<file path="config.mk">
export PLATFORM = sky130hd
export DESIGN_NAME = obs_shifter
export DESIGN_NICKNAME = d
export VERILOG_FILES = /design/src/rtl/obs_imm_gen.v /design/src/rtl/obs_shifter.v
export VERILOG_INCLUDE_DIRS = /design/src /design/src/rtl
export SDC_FILE = /design/constraint.sdc
export NUM_CORES = 1
export LEC_CHECK = 0
export ABC_AREA = 1
export BUFFER_PORTS_ARGS = -buffer_cell sky130_fd_sc_hd__buf_2
export CAP_MARGIN = 20
export CORE_MARGIN = 8
export CORE_UTILIZATION = 30
export DETAILED_ROUTE_END_ITERATION = 16
export GPL_TIMING_DRIVEN = 0
export PLACE_DENSITY_LB_ADDON = 0.15
export RECOVER_POWER = 25
export SYNTH_ARGS = -nofsm -noshare
export SYNTH_HDL_FRONTEND = slang
export SYNTH_HIERARCHICAL = 1
export SYNTH_SLANG_ARGS = --single-unit
</file>
<file path="constraint.sdc">
create_clock -name clk_sys_i -period 1.1 [get_ports clk_sys_i]
set_input_delay 0.165 -clock clk_sys_i [delete_from_list [all_inputs] [get_ports clk_sys_i]]
set_output_delay 0.165 -clock clk_sys_i [all_outputs]
set_load 0.02 [all_outputs]
</file>
<file path="src/rtl/obs_regs.vh">
// Functional notes
// - second operand comes from encoded immediate or from shifted register
// - immediate accepts any 8-bit value moved left within 32 bits
// - immediate also gives byte-replicated forms 00XY00XY, XY00XY00, XYXYXYXY
// - flag-setting immediate above 255 from shifted byte sets carry to bit 31
// - shift amounts: right 1..32, left and rotate 1..31, extend one bit
// - omitted shift or left shift by zero passes source unchanged
// - shifted result feeds only the computation; source register stays unchanged
// - zero shift leaves carry; nonzero register shift updates carry
// - shifter serves standalone shifts and second operand forming
// - arithmetic right shift fills top n bits with source bit 31
// - arithmetic right shift carry is source bit n-1
// - arithmetic right shift by 32 or more gives bit 31 everywhere and carry
// - logical right shift fills top n bits with zero
// - logical right shift carry is source bit n-1
// - logical right shift 32+ gives zero; 33+ gives zero carry
// - left shift zeros low n bits, carry bit 32-n, 32+ zero, 33+ zero carry
// - rotate right carries low bits to top, carry bit n-1, mod 32
// - rotate with extend inserts carry at bit 31, carry takes bit 0
`ifndef OBS_REGS_VH
`define OBS_REGS_VH
// shift type encodings
`define OBS_SH_LSL 3'h0
`define OBS_SH_LSR 3'h1
`define OBS_SH_ASR 3'h2
`define OBS_SH_ROR 3'h3
`define OBS_SH_RRX 3'h4
// immediate encoding forms
`define OBS_IMM_ROT 2'h0
`define OBS_IMM_B02 2'h1
`define OBS_IMM_B13 2'h2
`define OBS_IMM_ALL 2'h3
// operand source select
`define OBS_SRC_REG 1'b0
`define OBS_SRC_IMM 1'b1
// widths
`define OBS_DW 32
`define OBS_AW 8
`define OBS_IMM_LIMIT 32'h000000FF
`define OBS_RST_DATA 32'h00000000
`endif

</file>
<file path="src/rtl/obs_imm_gen.v">
`timescale 1ns/10ps
`include "obs_regs.vh"
// immediate constant expander; purely combinational
module obs_imm_gen (
   input wire [7:0] imm_byte_i, // 8-bit payload
   input wire [4:0] imm_lsl_i, // left move count for plain form
   input wire [1:0] imm_form_i, // encoding form
   output reg [31:0] imm_val_o, // expanded constant
   output reg imm_carry_upd_o // carry takes bit 31
);
   reg [31:0] moved;
   // expand by form; only the moved byte form can touch carry
   always @*
   begin
      moved = {24'h000000, imm_byte_i} << imm_lsl_i;
      imm_carry_upd_o = 1'b0;
      case (imm_form_i)
         `OBS_IMM_ROT:
         begin
            imm_val_o = moved;
            imm_carry_upd_o = (moved > `OBS_IMM_LIMIT);
         end
         `OBS_IMM_B02: imm_val_o = {8'h00, imm_byte_i, 8'h00, imm_byte_i};
         `OBS_IMM_B13: imm_val_o = {imm_byte_i, 8'h00, imm_byte_i, 8'h00};
         `OBS_IMM_ALL: imm_val_o = {4{imm_byte_i}};
         default: imm_val_o = moved;
      endcase
   end
endmodule

</file>
<file path="src/rtl/obs_shifter.v">
`timescale 1ns/10ps
`include "obs_regs.vh"
// second-operand former and barrel shifter, one register stage
module obs_shifter (
   input wire clk_sys_i, // 100 MHz clock
   input wire rst_i, // async reset, active high
   input wire op_valid_i, // operation request this cycle
   input wire src_sel_i, // 0 register, 1 immediate
   input wire [31:0] shift_source_register_i, // register value to shift
   input wire [2:0] shift_type_i, // shift kind
   input wire [7:0] shift_amt_i, // shift length
   input wire [7:0] imm_byte_i, // immediate payload
   input wire [4:0] imm_lsl_i, // immediate left move count
   input wire [1:0] imm_form_i, // immediate form
   input wire flag_set_i, // instruction updates carry
   input wire carry_i, // current carry flag
   output reg [31:0] flexible_second_operand_o, // result word
   output reg carry_o, // carry for flag logic
   output reg carry_upd_o, // carry written by this op
   output reg result_valid_o // result valid pulse
);
   // expanded immediate and its carry request
   wire [31:0] imm_val;
   wire imm_cupd;
   // next values for the output registers
   reg [31:0] res_d;
   reg c_d;
   reg cupd_d;
   // working copies; wide is a 64-bit shift window, so the last bit
   // shifted out lands at one fixed position per kind: bit 32 left, bit 31 right
   reg [31:0] src;
   reg [7:0] n;
   reg [4:0] rn;
   reg [63:0] wide;

   // carry pick shared by the left, right and rotate kinds: the incoming flag is kept
   // unless this instruction writes carry, so the flag logic can always
   // write the output back without a select of its own
   function pick_carry;
      input upd;
      input new_c;
      input old_c;
      begin
         if (upd)
            pick_carry = new_c;
         else
            pick_carry = old_c;
      end
   endfunction

   // long-length decode shared by the linear kinds; the 8-bit length
   // reaches far past the word, and such lengths must not wrap
   function at_least;
      input [7:0] amt;
      input [7:0] limit;
      begin
         at_least = (amt >= limit);
      end
   endfunction

   // last bit rotated out; a whole-word turn reports bit 31
   function ror_carry;
      input [31:0] val;
      input [4:0] amt;
      begin
         if (amt == 5'h00)
            ror_carry = val[31];
         else
            ror_carry = val[amt - 5'h01];
      end
   endfunction

   // immediate forms are expanded beside the shifter, so both sources
   // reach the output select in the same cycle
   obs_imm_gen u_imm (
      .imm_byte_i(imm_byte_i),
      .imm_lsl_i(imm_lsl_i),
      .imm_form_i(imm_form_i),
      .imm_val_o(imm_val),
      .imm_carry_upd_o(imm_cupd)
   );

   // source operand is only read; result goes to a separate output
   always @*
   begin
      src = shift_source_register_i;
      n = shift_amt_i; // every 8-bit length is computed, not only the listed ones
      rn = n[4:0];
      wide = 64'h0000000000000000;
      res_d = src;
      c_d = carry_i; // default carry passes through
      cupd_d = 1'b0;
      // immediate source: the shift fields are ignored here
      if (src_sel_i == `OBS_SRC_IMM)
      begin
         res_d = imm_val;
         cupd_d = flag_set_i & imm_cupd;
         if (cupd_d)
            c_d = imm_val[31];
      end
      // one-bit extend ignores the length field entirely
      else if (shift_type_i == `OBS_SH_RRX)
      begin
         res_d = {carry_i, src[31:1]};
         cupd_d = flag_set_i;
         if (cupd_d)
            c_d = src[0];
      end
      // zero length is a plain pass for every kind but extend, carry included
      else if (n == 8'h00) // no shift, carry untouched
      begin
         res_d = src;
      end
      else
      begin
         cupd_d = flag_set_i; // nonzero shift updates carry
         case (shift_type_i)
            // left: low bits fill with zero; carry is the last bit out
            // lengths of 33 and up leave nothing of the source, carry zero
            `OBS_SH_LSL:
            begin
               if (at_least(n, 8'h21))
               begin
                  res_d = 32'h00000000;
                  c_d = pick_carry(cupd_d, 1'b0, carry_i);
               end
               else
               begin
                  wide = {32'h00000000, src} << n;
                  res_d = wide[31:0];
                  c_d = pick_carry(cupd_d, wide[32], carry_i); // bit 32-n
               end
            end
            // logical right: top bits fill with zero; the window keeps the
            // last bit out at bit 31 for every length up to 32
            `OBS_SH_LSR:
            begin
               if (at_least(n, 8'h21))
               begin
                  res_d = 32'h00000000;
                  c_d = pick_carry(cupd_d, 1'b0, carry_i);
               end
               else
               begin
                  wide = {src, 32'h00000000} >> n;
                  res_d = wide[63:32];
                  c_d = pick_carry(cupd_d, wide[31], carry_i); // bit n-1
               end
            end
            // arithmetic right: top bits copy the sign; from 32 on the
            // window is all sign, so the long case is decoded directly
            `OBS_SH_ASR:
            begin
               if (at_least(n, 8'h20))
               begin
                  res_d = {32{src[31]}};
                  c_d = pick_carry(cupd_d, src[31], carry_i);
               end
               else
               begin
                  wide = $signed({src, 32'h00000000}) >>> n;
                  res_d = wide[63:32];
                  c_d = pick_carry(cupd_d, wide[31], carry_i); // bit n-1
               end
            end
            `OBS_SH_ROR:
            begin
               // amounts reduce modulo 32; multiple of 32 keeps value
               wide = {src, src} >> rn;
               res_d = wide[31:0];
               c_d = pick_carry(cupd_d, ror_carry(src, rn), carry_i);
            end
            // codes 5 to 7 are unused: pass the source, write no carry
            default:
            begin
               res_d = src;
               cupd_d = 1'b0;
            end
         endcase
      end
   end

   // valid follows the request exactly one edge later; back to back is fine
   always @(posedge clk_sys_i or posedge rst_i)
   begin
      if (rst_i)
         result_valid_o <= 1'b0;
      else
         result_valid_o <= op_valid_i;
   end

   // register the result so data outputs come from flip-flops
   // one stage trades a cycle of latency for a clean boundary before
   // the flag logic; results hold between requests
   always @(posedge clk_sys_i or posedge rst_i)
   begin
      if (rst_i)
      begin
         // reset shows no carry write, so the flag logic keeps its value
         flexible_second_operand_o <= `OBS_RST_DATA;
         carry_o <= 1'b0;
         carry_upd_o <= 1'b0;
      end
      else
      begin
         if (op_valid_i)
         begin
            flexible_second_operand_o <= res_d;
            carry_o <= c_d;
            carry_upd_o <= cupd_d;
         end
      end
   end
endmodule

</file>
======== After elaboration in Yosys (flattened, before gate mapping) ========
Cells that the tools add are included.
word-level totals
  flip-flop bits (word level) ............. 35
  logic and storage cells ................. 58
  bits of input ports ..................... 64
operators by class
  bitwise operators ....................... 1
  reductions and logical operators ........ 5
  eq/ne operators ......................... 7
  mux-type cells .......................... 31
  shift operators ......................... 5
  add/subtract/negate cells ............... 1
  magnitude comparators ................... 4
operators with widths
  operator                                             count
  case mux 32 bit (4 select lines)                     2
  2-to-1 mux 32 bit                                    6
  >> shifter 64 x 5 -> 32 bit                          1
  >> shifter 64 x 8 -> 64 bit                          1
  >>> shifter 64 x 8 -> 64 bit                         1
  left shift 32 x 8 -> 33 bit                          1
  > comparator 32 x 8 -> 1 bit, second input constant  1
  left shift 8 x 5 -> 32 bit                           1
  2-to-1 mux 1 bit                                     21
  >= comparator 8 x 6 -> 1 bit, second input constant  2
  logical NOT 8 bit                                    1
  == test 3 x 2 -> 1 bit, second input constant        2
  < comparator 5 x 6 -> 1 bit, second input constant   1
  binary-select mux 1 bit (select 5 bit)               1
  logical NOT 5 bit                                    1
  subtractor 5 x 1 -> 5 bit, second input constant     1
  == test 2 bit, second input constant                 2
  case mux 1 bit (4 select lines)                      1
  OR reduction 4 bit                                   1
  == test 3 x 1 -> 1 bit, second input constant        1
  == test 3 bit, second input constant                 1
  logical NOT 3 bit                                    1
  == test 2 x 1 -> 1 bit, second input constant        1
  logical NOT 2 bit                                    1
  bitwise AND 1 bit                                    1

======== Logic depth before layout (Yosys ltp) ========
  depth after elaboration ................. 9
  depth in mapped cells ................... 23
  depth with buffers taken out ............ 22

======== Modules after synthesis ========
The synthesis kept the hierarchy.
by module, submodules not included
  module       cells each  area each (um^2)  sequential area each (um^2)  instances
  obs_shifter  1495        7654.8            875.8                        1
  obs_imm_gen  213         1078.5            0.0                          1

======== Least setup slack after synthesis ========
No wires, ideal clock.
  path type ............................... input -> register
  from .................................... input port shift_amt_i[1]
  to ...................................... register carry_o
  arrival time ............................ 2.294 ns
  library setup time ...................... 0.077 ns
  path buffers ............................ 5
  data required time ...................... 1.023 ns
  setup slack ............................. -1.272 ns
  cell stages on the path ................. 19
  cells stage by stage .................... buf_2 -> inv_2 -> buf_6 -> buf_4 -> buf_4 -> ha_1 -> clkbuf_1 -> clkinv_1 -> o21ai_0 -> o221ai_1 -> nand3_1 -> nand4_1 -> nand2_1 -> nand2_1 -> nand2_1 -> nand2_1 -> nand2_1 -> nand2_1 -> a21oi_1
between the ends
  word-level cells in the longest chain between the ends .. 9
  elaborated cells between the ends (all ways) .. 22
RTL lines
  what                                    line               source
  start, declared                         obs_shifter.v:11   input wire [7:0] shift_amt_i,
  subtractor 5 x 1 -> 5 bit               obs_shifter.v:69   ror_carry = val[amt - 5'h01];
  binary-select mux 1 bit (select 5 bit)  obs_shifter.v:69
  2-to-1 mux 1 bit (implied by the code)  obs_shifter.v:69
  2-to-1 mux 1 bit                        obs_shifter.v:66   if (amt == 5'h00)
  2-to-1 mux 1 bit                        obs_shifter.v:44   if (upd)
  case mux 1 bit (4 select lines)         obs_shifter.v:117  case (shift_type_i)
  2-to-1 mux 1 bit *                      obs_shifter.v:110  else if (n == 8'h00)
  2-to-1 mux 1 bit *                      obs_shifter.v:102  else if (shift_type_i == `OBS_SH_RRX)
  2-to-1 mux 1 bit *                      obs_shifter.v:94   if (src_sel_i == `OBS_SRC_IMM)
  end signal, assigned                    obs_shifter.v:201  carry_o <= 1'b0;
  end signal, assigned                    obs_shifter.v:209  carry_o <= c_d;
  end, declared                           obs_shifter.v:18   output reg carry_o,
Every way passes the cells marked *; elsewhere a longest branch is shown, timed or not. The select of a mux whose other input is x is not followed.
A chain may end at the register's enable or synchronous reset.

======== Worst setup path in the final report ========
  from .................................... input port shift_amt_i[0]
  to ...................................... register flexible_second_operand_o[25]
between the ends
  word-level cells in the longest chain between the ends .. 6
  elaborated cells between the ends (all ways) .. 14
RTL lines
  what                                                        line                                                     source
  >>> shifter 64 x 8 -> 64 bit, or another cell as far along  obs_shifter.v:161                                        wide = $signed({src, 32'h00000000}) >>> n;
  2-to-1 mux 32 bit, on equally long branches                 obs_shifter.v:154, obs_shifter.v:122, obs_shifter.v:138
  case mux 32 bit (4 select lines)                            obs_shifter.v:117
  2-to-1 mux 32 bit *                                         obs_shifter.v:110
  2-to-1 mux 32 bit *                                         obs_shifter.v:102
  2-to-1 mux 32 bit *                                         obs_shifter.v:94
  end signal, assigned                                        obs_shifter.v:200                                        flexible_second_operand_o <= `OBS_RST_DATA;
  end signal, assigned                                        obs_shifter.v:208                                        flexible_second_operand_o <= res_d;
  end, declared                                               obs_shifter.v:17                                         output reg [31:0] flexible_second_operand_o,
Every way passes the cells marked *; elsewhere a longest branch is shown, timed or not.

==> impl_metrics.yaml <==
outcome:
  status: "complete, but fails checks"
  violations: "setup timing"
sta:
  slew_viol_final: 0
  period_share: 2.05
  fin_crit_ns: 2.26
  relSlewSlack: 0.424
  hold_viol: 0
  clock_skew_ns: 0
  setup_ws_ns: -1.16
  tightest_slew_ns: 0.865
  setup-violations-final: 34
  max_freq_mhz: 442
  whs_ns: 0.0241
  grt_setup_unrepaired: "yes"
pwr:
  swShare: 0.546
  ir_drop_v: 0.000562
  power.switching_mw: 5.49
  pwr-share-seq: 0.152
  power_density_mw_per_mm2: 763
  internal_power_mw: 4.57
  power.share.clock: 0.142
  leakagePower_nw: 5.83
  p_comb_frac: 0.705
synthesis:
  yosys_warnings: 6
  synth-edff-count: 0
  yosysSeqAreaShare: 0.100
  synth_flop_cell: "dfrtp_1"
  avgSynthCellArea_sq_um: 5.11
  synth_common_cells: "nand2_1 (572), nor2_1 (160), nand3_1 (150)"
  synth_top_area_frac: 0.246
  synth_area_leaders: "nand2_1 (25%), dfrtp_1 (10%), nand3_1 (8.6%)"
  synthCells: 1708
  synth_top_area_cell: "nand2_1"
  ys_types: 55
  syn_area_sq_mm: 0.00873
  syn_nets: 1774
  synth_seq_cells: 35
  post-synth-top-count-cell: "nand2_1"
  ys_async_sr_fraction: 1.00
finish:
  fill_cells: 3155
  nNetsFinal: 1954
  layout-drive-gt1-share: 0.381
  final_core_util: 0.459
  final_area_sq_mm: 0.0132
  syn_to_final_growth_pct: 51.0
clocking:
  cts_buffer_depth: 2
  root_buffer: "clkbuf_16"
  clock-sinks: 35
  cts_tree: "yes"
  postCtsHoldBufs: 0
  clkTransAtPathRegs_ns: 0.06
  clock_latency_ns: 0.28
  cts_htree_levels: 2
  numCtsBuffers: 5
critical_path:
  path_class: "in -> reg"
  critical_path_arrival_ns: 2.48
  cpMostUsedCell: "nand2_1"
  worst-path-max-fanout: 8
  cp_cell_sequence: "buf_12 > buf_12 > buf_8 > nand2_1 > o21ai_1 > o21ai_2 > nand2_2 > o21ai_4 > mux2i_4 > o21ai_0 > a21oi_1 > o211ai_1 > nand2_1 > nand3_2 > nand2_2 > nand2_1"
  crit_path_max_incr_delay_ns: 0.42
  critPathCaptureType: "flip-flop"
  worstReg2RegEnd: "flexible_second_operand_o[2]$_DFFE_PP0P_"
  reg2regPathDepth: 3
  rrSetupSlack_ns: 0.35
  cp-startpoint: "shift_amt_i[0]"
  r2r-start: "flexible_second_operand_o[2]$_DFFE_PP0P_"
  startpoint_type: "primary input"
  endpoint: "flexible_second_operand_o[25]$_DFFE_PP0P_"
  slowest_stage: "o211ai_1"
  critPathRequiredTime_ns: 1.32
route:
  viasPerCell: 6.20
  drt_iter0_markers: 1829
  wirelength_um: 64800
  postRouteAntennaNets: 0
  wl_per_cell_um: 28.5
  drt_first_pass_iters: 6
  vias: 14100
  drc: 0
global_route:
  grt_first_pass_wirelength_um: 91800
  grt_usage: 0.351
  grt_pass1_vias: 13300
  grt_max_degree: 36
  antenna_found_initial: 4
  grt.overflow.total: 0
floorplanning:
  die_w_um: 187
  io_pins: 99
  die_h_um: 187
  core-area_sq_mm: 0.0287
  initial_utilization: 0.304
  dieArea_sq_mm: 0.0348
  rows: 62
place:
  portBuffers: 93
  dp.final_hpwl_um: 50200
  place_area_sq_mm: 0.00981
  place_ws_ns: -2.11
  place_congestion: 1.08
worst_hold_path:
  min_path_type: "in -> async"
run:
  cap_violations: 0
[worst max-delay path: cells and delay by family]
family,cells,cell delay [ns]
AOI/OAI and AO/OA,6,1.18
buffers and inverters,3,0.42
muxes,1,0.14
and+or+nand+nor,6,0.57
[power by group through the flow]
stage	Combinational, mW	Clock (mW)	Sequential, mW
after global routing	7.36	1.50	1.55
after CTS	6.20	1.43	1.53
after global placement	5.13	0	1.55
after detailed placement	5.07	0	1.55
after floorplan	2.81	0	1.73
final	7.09	1.43	1.53
[routing by layer]
layer,track usage,vias up,wire [um]
met5,0,-,37
met4,0.180,6,4260
met3,0.0770,242,7580
met2,0.540,1057,27500
met1,0.455,6647,25400
li1,-,6151,-
[sequential cells by signal (all words and copies together), names as in the netlist]
| name | flops |
|---|---|
| flexible_second_operand_o | 32 |
| result_valid_o | 1 |
| carry_upd_o | 1 |
| carry_o | 1 |
[per-stage QoR]
step	instances	setup TNS, ns	power (mW)
2_1_floorplan	1708	-26.97	4.54
3_3_place_gp	2185	-78.11	6.68
3_5_place_dp	2185	-59.90	6.62
4_1_cts	2247	-32.17	9.16
5_1_grt	2273	-36.12	10.4
6_report	2275	-34.22	10.1
[timing repair]
item | 4_1_cts | 5_1_grt
gates cloned | 4 | 2
resized for setup | 487 | 220
hold endpoints to repair | 0 | 0
setup endpoints to repair | 34 | 34
pin swaps | 91 | 117
setup buffers | 50 | 24
[kinds of logic (layout without fill, tap and decap cells)]
group	after synthesis	count (layout)	share of synthesized area
and+or+nand+nor	956	956	0.456
adders and majority gates	2	2	0.00286
buffers and inverters	245	426	0.126
xor gates and xnor gates	2	2	0.00201
other	0	2	0
DFF	35	35	0.100
AOI/OAI and AO/OA	462	462	0.306
muxes	6	6	0.00688
[final cells by class]
type | count | area, sq um | area share
multi-input combinational | 1428 | 8850 | 0.671
timing repair buffer | 173 | 1270 | 0.0966
buffer | 122 | 1020 | 0.0773
sequential | 35 | 876 | 0.0664
inverter | 123 | 537 | 0.0407
tap | 384 | 480 | 0.0364
clock buffer | 6 | 129 | 0.00977
clock inverter | 2 | 12.5 | 0.000949
antenna | 2 | 5.00 | 0.000380
[cells in the final DEF (no fill, tap or decap), drive strengths merged, types with 13 or more instances in the layout]
master,synthesis,final
nand3,155,155
nand4,22,22
o22ai,57,57
nand2,587,587
inv,120,117
a21oi,86,86
o211ai,23,23
o21ai,234,234
nor2,167,167
nor3,13,13
dfrtp,35,35
clkbuf,46,57
buf,76,244
[worst min path at each step]
stage	from	end	slack [ns]	cells past startpoint
3_5_place_dp	rst_i	flexible_second_operand_o[31]$_DFFE_PP0P_	0.35	2
3_3_place_gp	op_valid_i	result_valid_o$_DFF_PP0_	0.37	1
4_1_cts	rst_i	flexible_second_operand_o[31]$_DFFE_PP0P_	0.05	2
5_1_grt	rst_i	flexible_second_operand_o[31]$_DFFE_PP0P_	0.10	2
6_report	rst_i	flexible_second_operand_o[31]$_DFFE_PP0P_	0.02	2
2_1_floorplan	op_valid_i	result_valid_o$_DFF_PP0_	0.20	0
(Power assumes the default switching activity.)
